==> src/ucta_pkg.sv <==
// Package of constants and types for the user circuit test access block
package ucta_pkg;
  localparam int            UCTA_ADDR_W        = 18;
  localparam int            UCTA_DATA_W        = 16;
  localparam int            UCTA_NUM_UCLK      = 5;
  localparam int            UCTA_SETTLE_CYCLES = 4;
  localparam int            UCTA_DCT_EDGES     = 4;
  localparam int            UCTA_USER_EDGES    = 1;
  localparam int            UCTA_CNT_W         = 3;
  localparam logic [2:0]    UCTA_SETTLE_CNT    = 3'(UCTA_SETTLE_CYCLES);
  localparam logic [2:0]    UCTA_DCT_CNT       = 3'(UCTA_DCT_EDGES);
  localparam logic [2:0]    UCTA_USER_CNT      = 3'(UCTA_USER_EDGES);
  localparam logic [2:0]    UCTA_CNT_ZERO      = 3'h0;
  localparam logic [2:0]    UCTA_CNT_ONE       = 3'h1;
  localparam logic          UCTA_DIR_READ      = 1'b1;

  typedef enum logic [4:0] {
    UCTA_ST_NORMAL = 5'h01,
    UCTA_ST_SETTLE = 5'h02,
    UCTA_ST_ARMED  = 5'h04,
    UCTA_ST_USER   = 5'h08,
    UCTA_ST_DCT    = 5'h10
  } ucta_state_t;
endpackage : ucta_pkg

==> src/ucta_sync_if.sv <==
// Interface carrying synchronised pad levels between the synchroniser and the top
`timescale 1ns/1ps
`default_nettype none
interface ucta_sync_if;
  logic [3:0] raw;
  logic [3:0] level;
  logic [3:0] rise;
  modport sync (input raw, output level, output rise);
  modport user (output raw, input level, input rise);
endinterface : ucta_sync_if
`default_nettype wire

==> src/ucta_sync.sv <==
// Three-flop pad synchroniser with agreement check and rise detect
`timescale 1ns/1ps
`default_nettype none
module ucta_sync
  import ucta_pkg::*;
(
  // Clock and reset
  input  wire logic   clock,
  input  wire logic   rst_n,
  // Pad levels
  ucta_sync_if.sync   sif
);
  logic [3:0] s1;
  logic [3:0] s2;
  logic [3:0] s3;
  logic [3:0] next_level;
  logic [3:0] next_rise;

  genvar g;
  generate
    for (g = 0; g < 4; g++) begin : g_bit
      // A change counts once stages two and three agree
      always_comb begin
        next_level[g] = (s2[g] == s3[g]) ? s3[g] : sif.level[g];
        next_rise[g]  = next_level[g] & ~sif.level[g];
      end
    end
  endgenerate

  always_ff @(posedge clock or negedge rst_n) begin
    if (!rst_n) begin
      s1        <= 4'h0;
      s2        <= 4'h0;
      s3        <= 4'h0;
      sif.level <= 4'h0;
      sif.rise  <= 4'h0;
    end else begin
      s1        <= sif.raw;
      s2        <= s1;
      s3        <= s2;
      sif.level <= next_level;
      sif.rise  <= next_rise;
    end
  end
endmodule : ucta_sync
`default_nettype wire

==> src/ucta_top.sv <==
// Test mode entry and pad to user circuit access for the CPU macro
// What this block does
// - Test select high blocks system clock
// - One cfg0 rise enters user test mode
// - Address and read strobe pass to user
// - Direction select: one reads out, zero writes
// - Low byte write strobe forwarded in mode
// - High byte write strobe forwarded in mode
// - Write direction: pads become user write data
// - Read direction: user data driven onto pads
// - Test clock drives all five user clocks
// - Four direction rises enter DC/AC mode
`timescale 1ns/1ps
`default_nettype none
module ucta_top
  import ucta_pkg::*;
(
  // Clock and reset
  input  wire logic                   clock,
  input  wire logic                   rst_n,
  // Entry pads
  input  wire logic                   pad_reset_n,
  input  wire logic                   pad_test_sel,
  input  wire logic                   pad_cfg0,
  input  wire logic                   pad_dir_select,
  // Access pads
  input  wire logic [UCTA_ADDR_W-1:0] pad_addr,
  input  wire logic                   pad_read_n,
  input  wire logic                   pad_write_lo_n,
  input  wire logic                   pad_write_hi_n,
  input  wire logic                   pad_test_clock,
  input  wire logic [UCTA_DATA_W-1:0] pad_data_in,
  output logic      [UCTA_DATA_W-1:0] pad_data_out,
  output logic      [UCTA_DATA_W-1:0] pad_data_oe,
  // System clock gating
  output logic                        sys_clock_enable,
  // Mode flags
  output logic                        user_test_active,
  output logic                        dct_test_active,
  // User circuit side
  output logic      [UCTA_ADDR_W-1:0] user_addr,
  output logic                        user_read_n,
  output logic                        user_write_lo_n,
  output logic                        user_write_hi_n,
  output logic      [UCTA_DATA_W-1:0] user_write_data,
  input  wire logic [UCTA_DATA_W-1:0] user_read_data,
  output logic                        user_busctl_clk,
  output logic                        user_slow_osc_clk,
  output logic                        user_fast_osc_clk,
  output logic                        user_pll_clk,
  output logic                        user_periph_clk
);
  // Bit positions in the synchroniser bundle
  localparam int B_RST  = 0;
  localparam int B_TST  = 1;
  localparam int B_CFG0 = 2;
  localparam int B_DIR  = 3;

  ucta_sync_if sif ();
  assign sif.raw = {pad_dir_select, pad_cfg0, pad_test_sel, pad_reset_n};

  ucta_sync u_sync (
    .clock (clock),
    .rst_n (rst_n),
    .sif   (sif)
  );

  logic rst_lvl;
  logic tst_lvl;
  assign rst_lvl = sif.level[B_RST];
  assign tst_lvl = sif.level[B_TST];

  ucta_state_t           state;
  ucta_state_t           next_state;
  logic [UCTA_CNT_W-1:0] cnt;
  logic [UCTA_CNT_W-1:0] next_cnt;
  logic [UCTA_CNT_W-1:0] dir_cnt;
  logic [UCTA_CNT_W-1:0] next_dir_cnt;

  // Entry sequencer
  always_comb begin
    next_state   = state;
    next_cnt     = cnt;
    next_dir_cnt = dir_cnt;
    case (state)
      UCTA_ST_NORMAL: begin
        if (!rst_lvl && !tst_lvl) begin
          next_state = UCTA_ST_SETTLE;
          next_cnt   = UCTA_CNT_ZERO;
        end
      end
      UCTA_ST_SETTLE: begin
        if (rst_lvl) begin
          next_state = UCTA_ST_NORMAL;
        end else if (tst_lvl) begin
          // Early test select drops back to normal: the macro is not yet settled
          next_state   = (cnt >= UCTA_SETTLE_CNT) ? UCTA_ST_ARMED : UCTA_ST_NORMAL;
          next_dir_cnt = UCTA_CNT_ZERO;
        end else if (cnt < UCTA_SETTLE_CNT) begin
          next_cnt = cnt + UCTA_CNT_ONE;
        end
      end
      UCTA_ST_ARMED: begin
        if (!tst_lvl) begin
          next_state = UCTA_ST_NORMAL;
        end else if (!rst_lvl) begin
          // single cfg0 rise selects user mode
          if (sif.rise[B_CFG0] && dir_cnt == UCTA_CNT_ZERO) begin
            next_state = UCTA_ST_USER;
          end else if (sif.rise[B_DIR] && dir_cnt < UCTA_DCT_CNT) begin
            next_dir_cnt = dir_cnt + UCTA_CNT_ONE;
          end
        end else begin
          next_state = (dir_cnt == UCTA_DCT_CNT) ? UCTA_ST_DCT : UCTA_ST_NORMAL;
        end
      end
      UCTA_ST_USER, UCTA_ST_DCT: begin
        // leave only on reset with test low
        if (!rst_lvl && !tst_lvl) begin
          next_state = UCTA_ST_SETTLE;
          next_cnt   = UCTA_CNT_ZERO;
        end
      end
      default: begin
        next_state = UCTA_ST_NORMAL;
      end
    endcase
  end

  always_ff @(posedge clock or negedge rst_n) begin
    if (!rst_n) begin
      state   <= UCTA_ST_NORMAL;
      cnt     <= UCTA_CNT_ZERO;
      dir_cnt <= UCTA_CNT_ZERO;
    end else begin
      state   <= next_state;
      cnt     <= next_cnt;
      dir_cnt <= next_dir_cnt;
    end
  end

  // Registered outputs
  logic                   in_user;
  logic                   next_clk_en;
  logic [UCTA_DATA_W-1:0] next_data_out;
  logic [UCTA_DATA_W-1:0] next_data_oe;
  logic [UCTA_DATA_W-1:0] next_wdata;
  logic [UCTA_ADDR_W-1:0] next_addr;
  logic                   next_rd_n;
  logic                   next_wl_n;
  logic                   next_wh_n;
  logic                   next_tclk;

  always_comb begin
    in_user = (next_state == UCTA_ST_USER);
    // block system clock once test select is high
    next_clk_en = !tst_lvl && (next_state == UCTA_ST_NORMAL || next_state == UCTA_ST_SETTLE);
    // address and read strobe pass through
    next_addr = in_user ? pad_addr : '0;
    next_rd_n = in_user ? pad_read_n : 1'b1;
    next_wl_n = in_user ? pad_write_lo_n : 1'b1;
    next_wh_n = in_user ? pad_write_hi_n : 1'b1;
    // direction select steers the data pads
    if (in_user && pad_dir_select == UCTA_DIR_READ) begin
      next_data_oe  = '1;
      next_data_out = user_read_data;
      next_wdata    = user_write_data;
    end else begin
      next_data_oe  = '0;
      next_data_out = '0;
      next_wdata    = in_user ? pad_data_in : '0;
    end
    // test clock feeds all user clocks
    next_tclk = in_user & pad_test_clock;
  end

  always_ff @(posedge clock or negedge rst_n) begin
    if (!rst_n) begin
      sys_clock_enable  <= 1'b1;
      user_test_active  <= 1'b0;
      dct_test_active   <= 1'b0;
      user_addr         <= '0;
      user_read_n       <= 1'b1;
      user_write_lo_n   <= 1'b1;
      user_write_hi_n   <= 1'b1;
      user_write_data   <= '0;
      pad_data_out      <= '0;
      pad_data_oe       <= '0;
      user_busctl_clk   <= 1'b0;
      user_slow_osc_clk <= 1'b0;
      user_fast_osc_clk <= 1'b0;
      user_pll_clk      <= 1'b0;
      user_periph_clk   <= 1'b0;
    end else begin
      sys_clock_enable  <= next_clk_en;
      user_test_active  <= in_user;
      dct_test_active   <= (next_state == UCTA_ST_DCT);
      user_addr         <= next_addr;
      user_read_n       <= next_rd_n;
      user_write_lo_n   <= next_wl_n;
      user_write_hi_n   <= next_wh_n;
      user_write_data   <= next_wdata;
      pad_data_out      <= next_data_out;
      pad_data_oe       <= next_data_oe;
      // user logic clocks come from this path only
      user_busctl_clk   <= next_tclk;
      user_slow_osc_clk <= next_tclk;
      user_fast_osc_clk <= next_tclk;
      user_pll_clk      <= next_tclk;
      user_periph_clk   <= next_tclk;
    end
  end
endmodule : ucta_top
`default_nettype wire

==> config.mk <==
export PLATFORM = sky130hd
export DESIGN_NAME = ucta_top
export DESIGN_NICKNAME = d
export VERILOG_FILES = /design/src/ucta_pkg.sv /design/src/ucta_sync_if.sv /design/src/ucta_sync.sv /design/src/ucta_top.sv
export SDC_FILE = /design/constraint.sdc
export NUM_CORES = 1
export LEC_CHECK = 0
export ABC_AREA = 1
export BUFFER_PORTS_ARGS = -buffer_cell sky130_fd_sc_hd__buf_2
export CORE_ASPECT_RATIO = 1.2
export CORE_MARGIN = 2
export CORE_UTILIZATION = 44
export CTS_CLUSTER_SIZE = 14
export DETAILED_ROUTE_END_ITERATION = 16
export HOLD_SLACK_MARGIN = 0.02
export PLACE_DENSITY_LB_ADDON = 0.05
export SETUP_SLACK_MARGIN = 0.05
export SYNTH_ARGS = -nofsm -noshare
export SYNTH_HDL_FRONTEND = slang
export SYNTH_SLANG_ARGS = --single-unit
==> constraint.sdc <==
create_clock -name clock -period 1.3 [get_ports clock]
set_input_delay 0.065 -clock clock [delete_from_list [all_inputs] [get_ports clock]]
set_output_delay 0.065 -clock clock [all_outputs]
set_load 0.01 [all_outputs]
==> metrics.md <==
| Metric | Value |
|---|---|
| Initial antenna violation count | 1 |
| Die Y | 103 um |
| Yosys top cell by area | dfrtp_1 |
| Num CTS Buffers | 9 |
| Synth top area share | 0.570 |
| Placed wire-length estimate | ~5200 um |
| Final setup fails | 63 |
| Max Slew Vio Count | 0 |
| RSZ-0062 raised after global routing | true |
| Initial drt markers | 68 |
| Setup crit start kind | register |
| DR WL/cell | roughly 13 um |
| Sequential fraction of the synthesis area | 0.607 |
| Worst-skew pair later-pin latency | ~0.34 ns |
| Post-Route Utilization | 0.699 |
| Gpl congestion | around 0.81 |
| Remaining routing DRC violations | 0 |
| CTS clock-pin slew for the worst setup and hold paths | about 0.080 ns |
| CP peak stage delay | approximately 0.45 ns |
| Post-route ant nets | 0 |
| Critical Path Sink Type | register |
| Critical path type | reg -> reg |
| Drt pass-1 iters | 4 |
| Share of layout cells above drive strength 1 | 0.530 |
| Final Hold Vio Count | 0 |
| Final WL | 8410 um |
| Syn avg cell area | ~11 um^2 |
| Synth top cells by count | 82 x dfrtp_1, 51 x inv_1, 31 x nor2_2 |
| CP required | ~1.6 ns |
| Synth Instances | between 300 and 400 |
| Total die area | ~8900 um^2 |
| Most frequent cell after synthesis | dfrtp_1 |
| CTS root buf | clkbuf_8 |
| Global-route wire length before repair | around 12000 um |
| Area growth, synth to finish | 55.8% |
| Crit path buf inv count | 1 |
| CTS sink cnt | 87 |
| Number of I/O pins | about 140 |
| Dominant synthesized flop cell | dfrtp_1 |
| Final Critical Period | 1.46 ns |
| Worst vdd ir | between 0.0006 and 0.0007 V |
| Worst path arrival time | 1.74 ns |
| Worst path slowest cell | dfrtp_2 |
| Starting Density | 0.449 |
| Fin nets | ~600 |
| Violated checks | negative setup slack |
| Total track usage | 0.183 |
| Tot Pwr | 5690 uW |
| Slew headroom | 0.770 |
| Vias in the first global route | 2760 |
| # rows | 36 |
| Synth Warn # | 0 |
| Port Buffers | 136 |
| Cell area power density | about 1000 nW/um^2 |
| Fin area | ~5600 um^2 |
| Least-Margin Pin Slew | approximately 0.34 ns |
| Clk buf depth | 2 |
| Outcome | finished, violations left |
| Worst Path Max Fanout | 5 |
| DR vias | 2836 |
| Period utilisation layout | 1.12 |
| Chip width | between 80 and 90 um |
| Flops & latches, synth | 87 |
| Asr flop ratio synth | 1.00 |
| Max_cap viols | 0 |
| Area of the core | between 8000 and 9000 um^2 |
| EDFF count, synth | 0 |
| Hold/Removal Path Class | in -> reg |
| Syn Nets | roughly 380 |
| Worst clock skew | 0.00929 ns |
| Post-synth cell types | 27 |
| DP Area | about 4400 um^2 |
| Ranking of synthesized cells by area | dfrtp_1 57%, nor2_2 5.4%, inv_1 5.3% |
| Grt total ovfl | 0 |
| CP delay by family, top | simple AND/OR/NAND/NOR gates |
| F_max | approximately 700 MHz |
| CTS H-Tree Depth | 3 |
| Worst path cell trace | buf_6 > nor2_4 > nand3_2 > nor2_4 > nand2_4 > nand2_8 > nand2_8 > nor2_2 |
| DR vias/cell | 4.45 |
| Largest net degree at the start of global routing | 40 |
| Post-synthesis cell area | around 3600 um^2 |
| Final worst slack | -0.162 ns |
| CTS tree | done |
| LEAKAGE | just over 0.003 uW |
==> logic make-up after synthesis <==
group           count (synthesis)  synth area share
flops                          87             0.607
fa+ha+maj                       7            0.0216
compound gates                 11            0.0160
mux                            16            0.0445
buf+inv                        79             0.115
simple gates                  121             0.196
==> stage by stage <==
step	hold WS, ns	std cells	worst slack (ns)	setup TNS (ns)
2_1_floorplan	-0.231	321	-0.102	-3.84
3_3_place_gp	-0.0878	553	-0.209	-8.78
3_5_place_dp	-0.0867	553	-0.263	-10.49
4_1_cts	0.0439	630	-0.157	-7.56
5_1_grt	0.0573	637	-0.247	-12.55
6_report	0.0828	637	-0.162	-7.17
==> placed cells by master (no fill, tap or decap), types with 2 or more instances in the layout <==
cell and count:
nand2_8 5, nand3_2 8, dlygate4sd3_1 58, nand3_4 2
nor2_1 11, inv_8 3, clkinv_2 3, nand2_1 18
nor2_4 25, a21oi_2 3, o21ai_1 2, dfrtp_1 80
maj3_1 4, mux2i_1 16, buf_12 2, buf_2 135
nor2_2 30, ha_1 2, dfrtp_2 2, nor2b_1 2
inv_2 4, clkbuf_8 10, buf_6 8, clkbuf_1 2
inv_1 48, nand2_4 6, nand3_1 6, dfstp_2 5
a21oi_1 2, buf_4 20, nand2_2 8
==> worst paths after layout <==
check	slack (ns)	from	to	cells after the start
min in group asynchronous	0.09	rst_n	u_sync.sif.level[3]	2
max in group asynchronous	0.68	rst_n	state[0]	3
hold / removal	0.08	pad_dir_select	u_sync.s1[3]	2
setup / recovery	-0.16	state[3]	pad_data_out[5]	8
hold reg to reg	0.34	u_sync.s1[3]	u_sync.s2[3]	0
setup reg to reg	-0.16	state[3]	pad_data_out[5]	8
==> power breakdown <==
group	leakage [uW]	switching [uW]	total (uW)	internal [uW]
combinational	0.00179	513	1010	500
clock	0.000100	863	1800	933
sequential	0.00116	78.1	2880	2800
==> per-layer routing <==
layer	up-vias	track usage	share of wire	wire length [um]
li1	1384	-	-	-
met2	90	0.309	0.53	4500
met3	11	0.0544	0.052	434
met5	-	0	0	0
met4	0	0.0673	0.015	123
met1	1351	0.223	0.40	3350
==> cell type report <==
class                      count  area (um^2)
inverter                      54          233
tap                           95          119
timing repair inverter         3         33.8
fill                         606         2410
timing repair buffer         223         1540
sequential                    87         2190
clock buffer                  12          145
antenna                        1         2.50
multi-input combinational    158         1300
clock inverter                 4         45.0
==> state kept, by name, summed over array words and instances (netlist names), 4 cells and up, named ones only <==
| signal | count |
|---|---|
| user_write_data | 16 |
| user_addr | 18 |
| u_sync.s1 | 4 |
| pad_data_out | 16 |
| u_sync.s3 | 4 |
| state | 5 |
| u_sync.s2 | 4 |
==> what timing repair did <==
item | in CTS | in global routing
setup buffers | 2 | 2
endpoints found under the setup margin | 67 | 68
hold buffers | 58 | 0
pin swaps | 4 | 5
endpoints found under the hold margin | 141 | 0
gates cloned | 1 | 5
gates resized for setup | 39 | 46
Power figures use the tool's default switching activity.
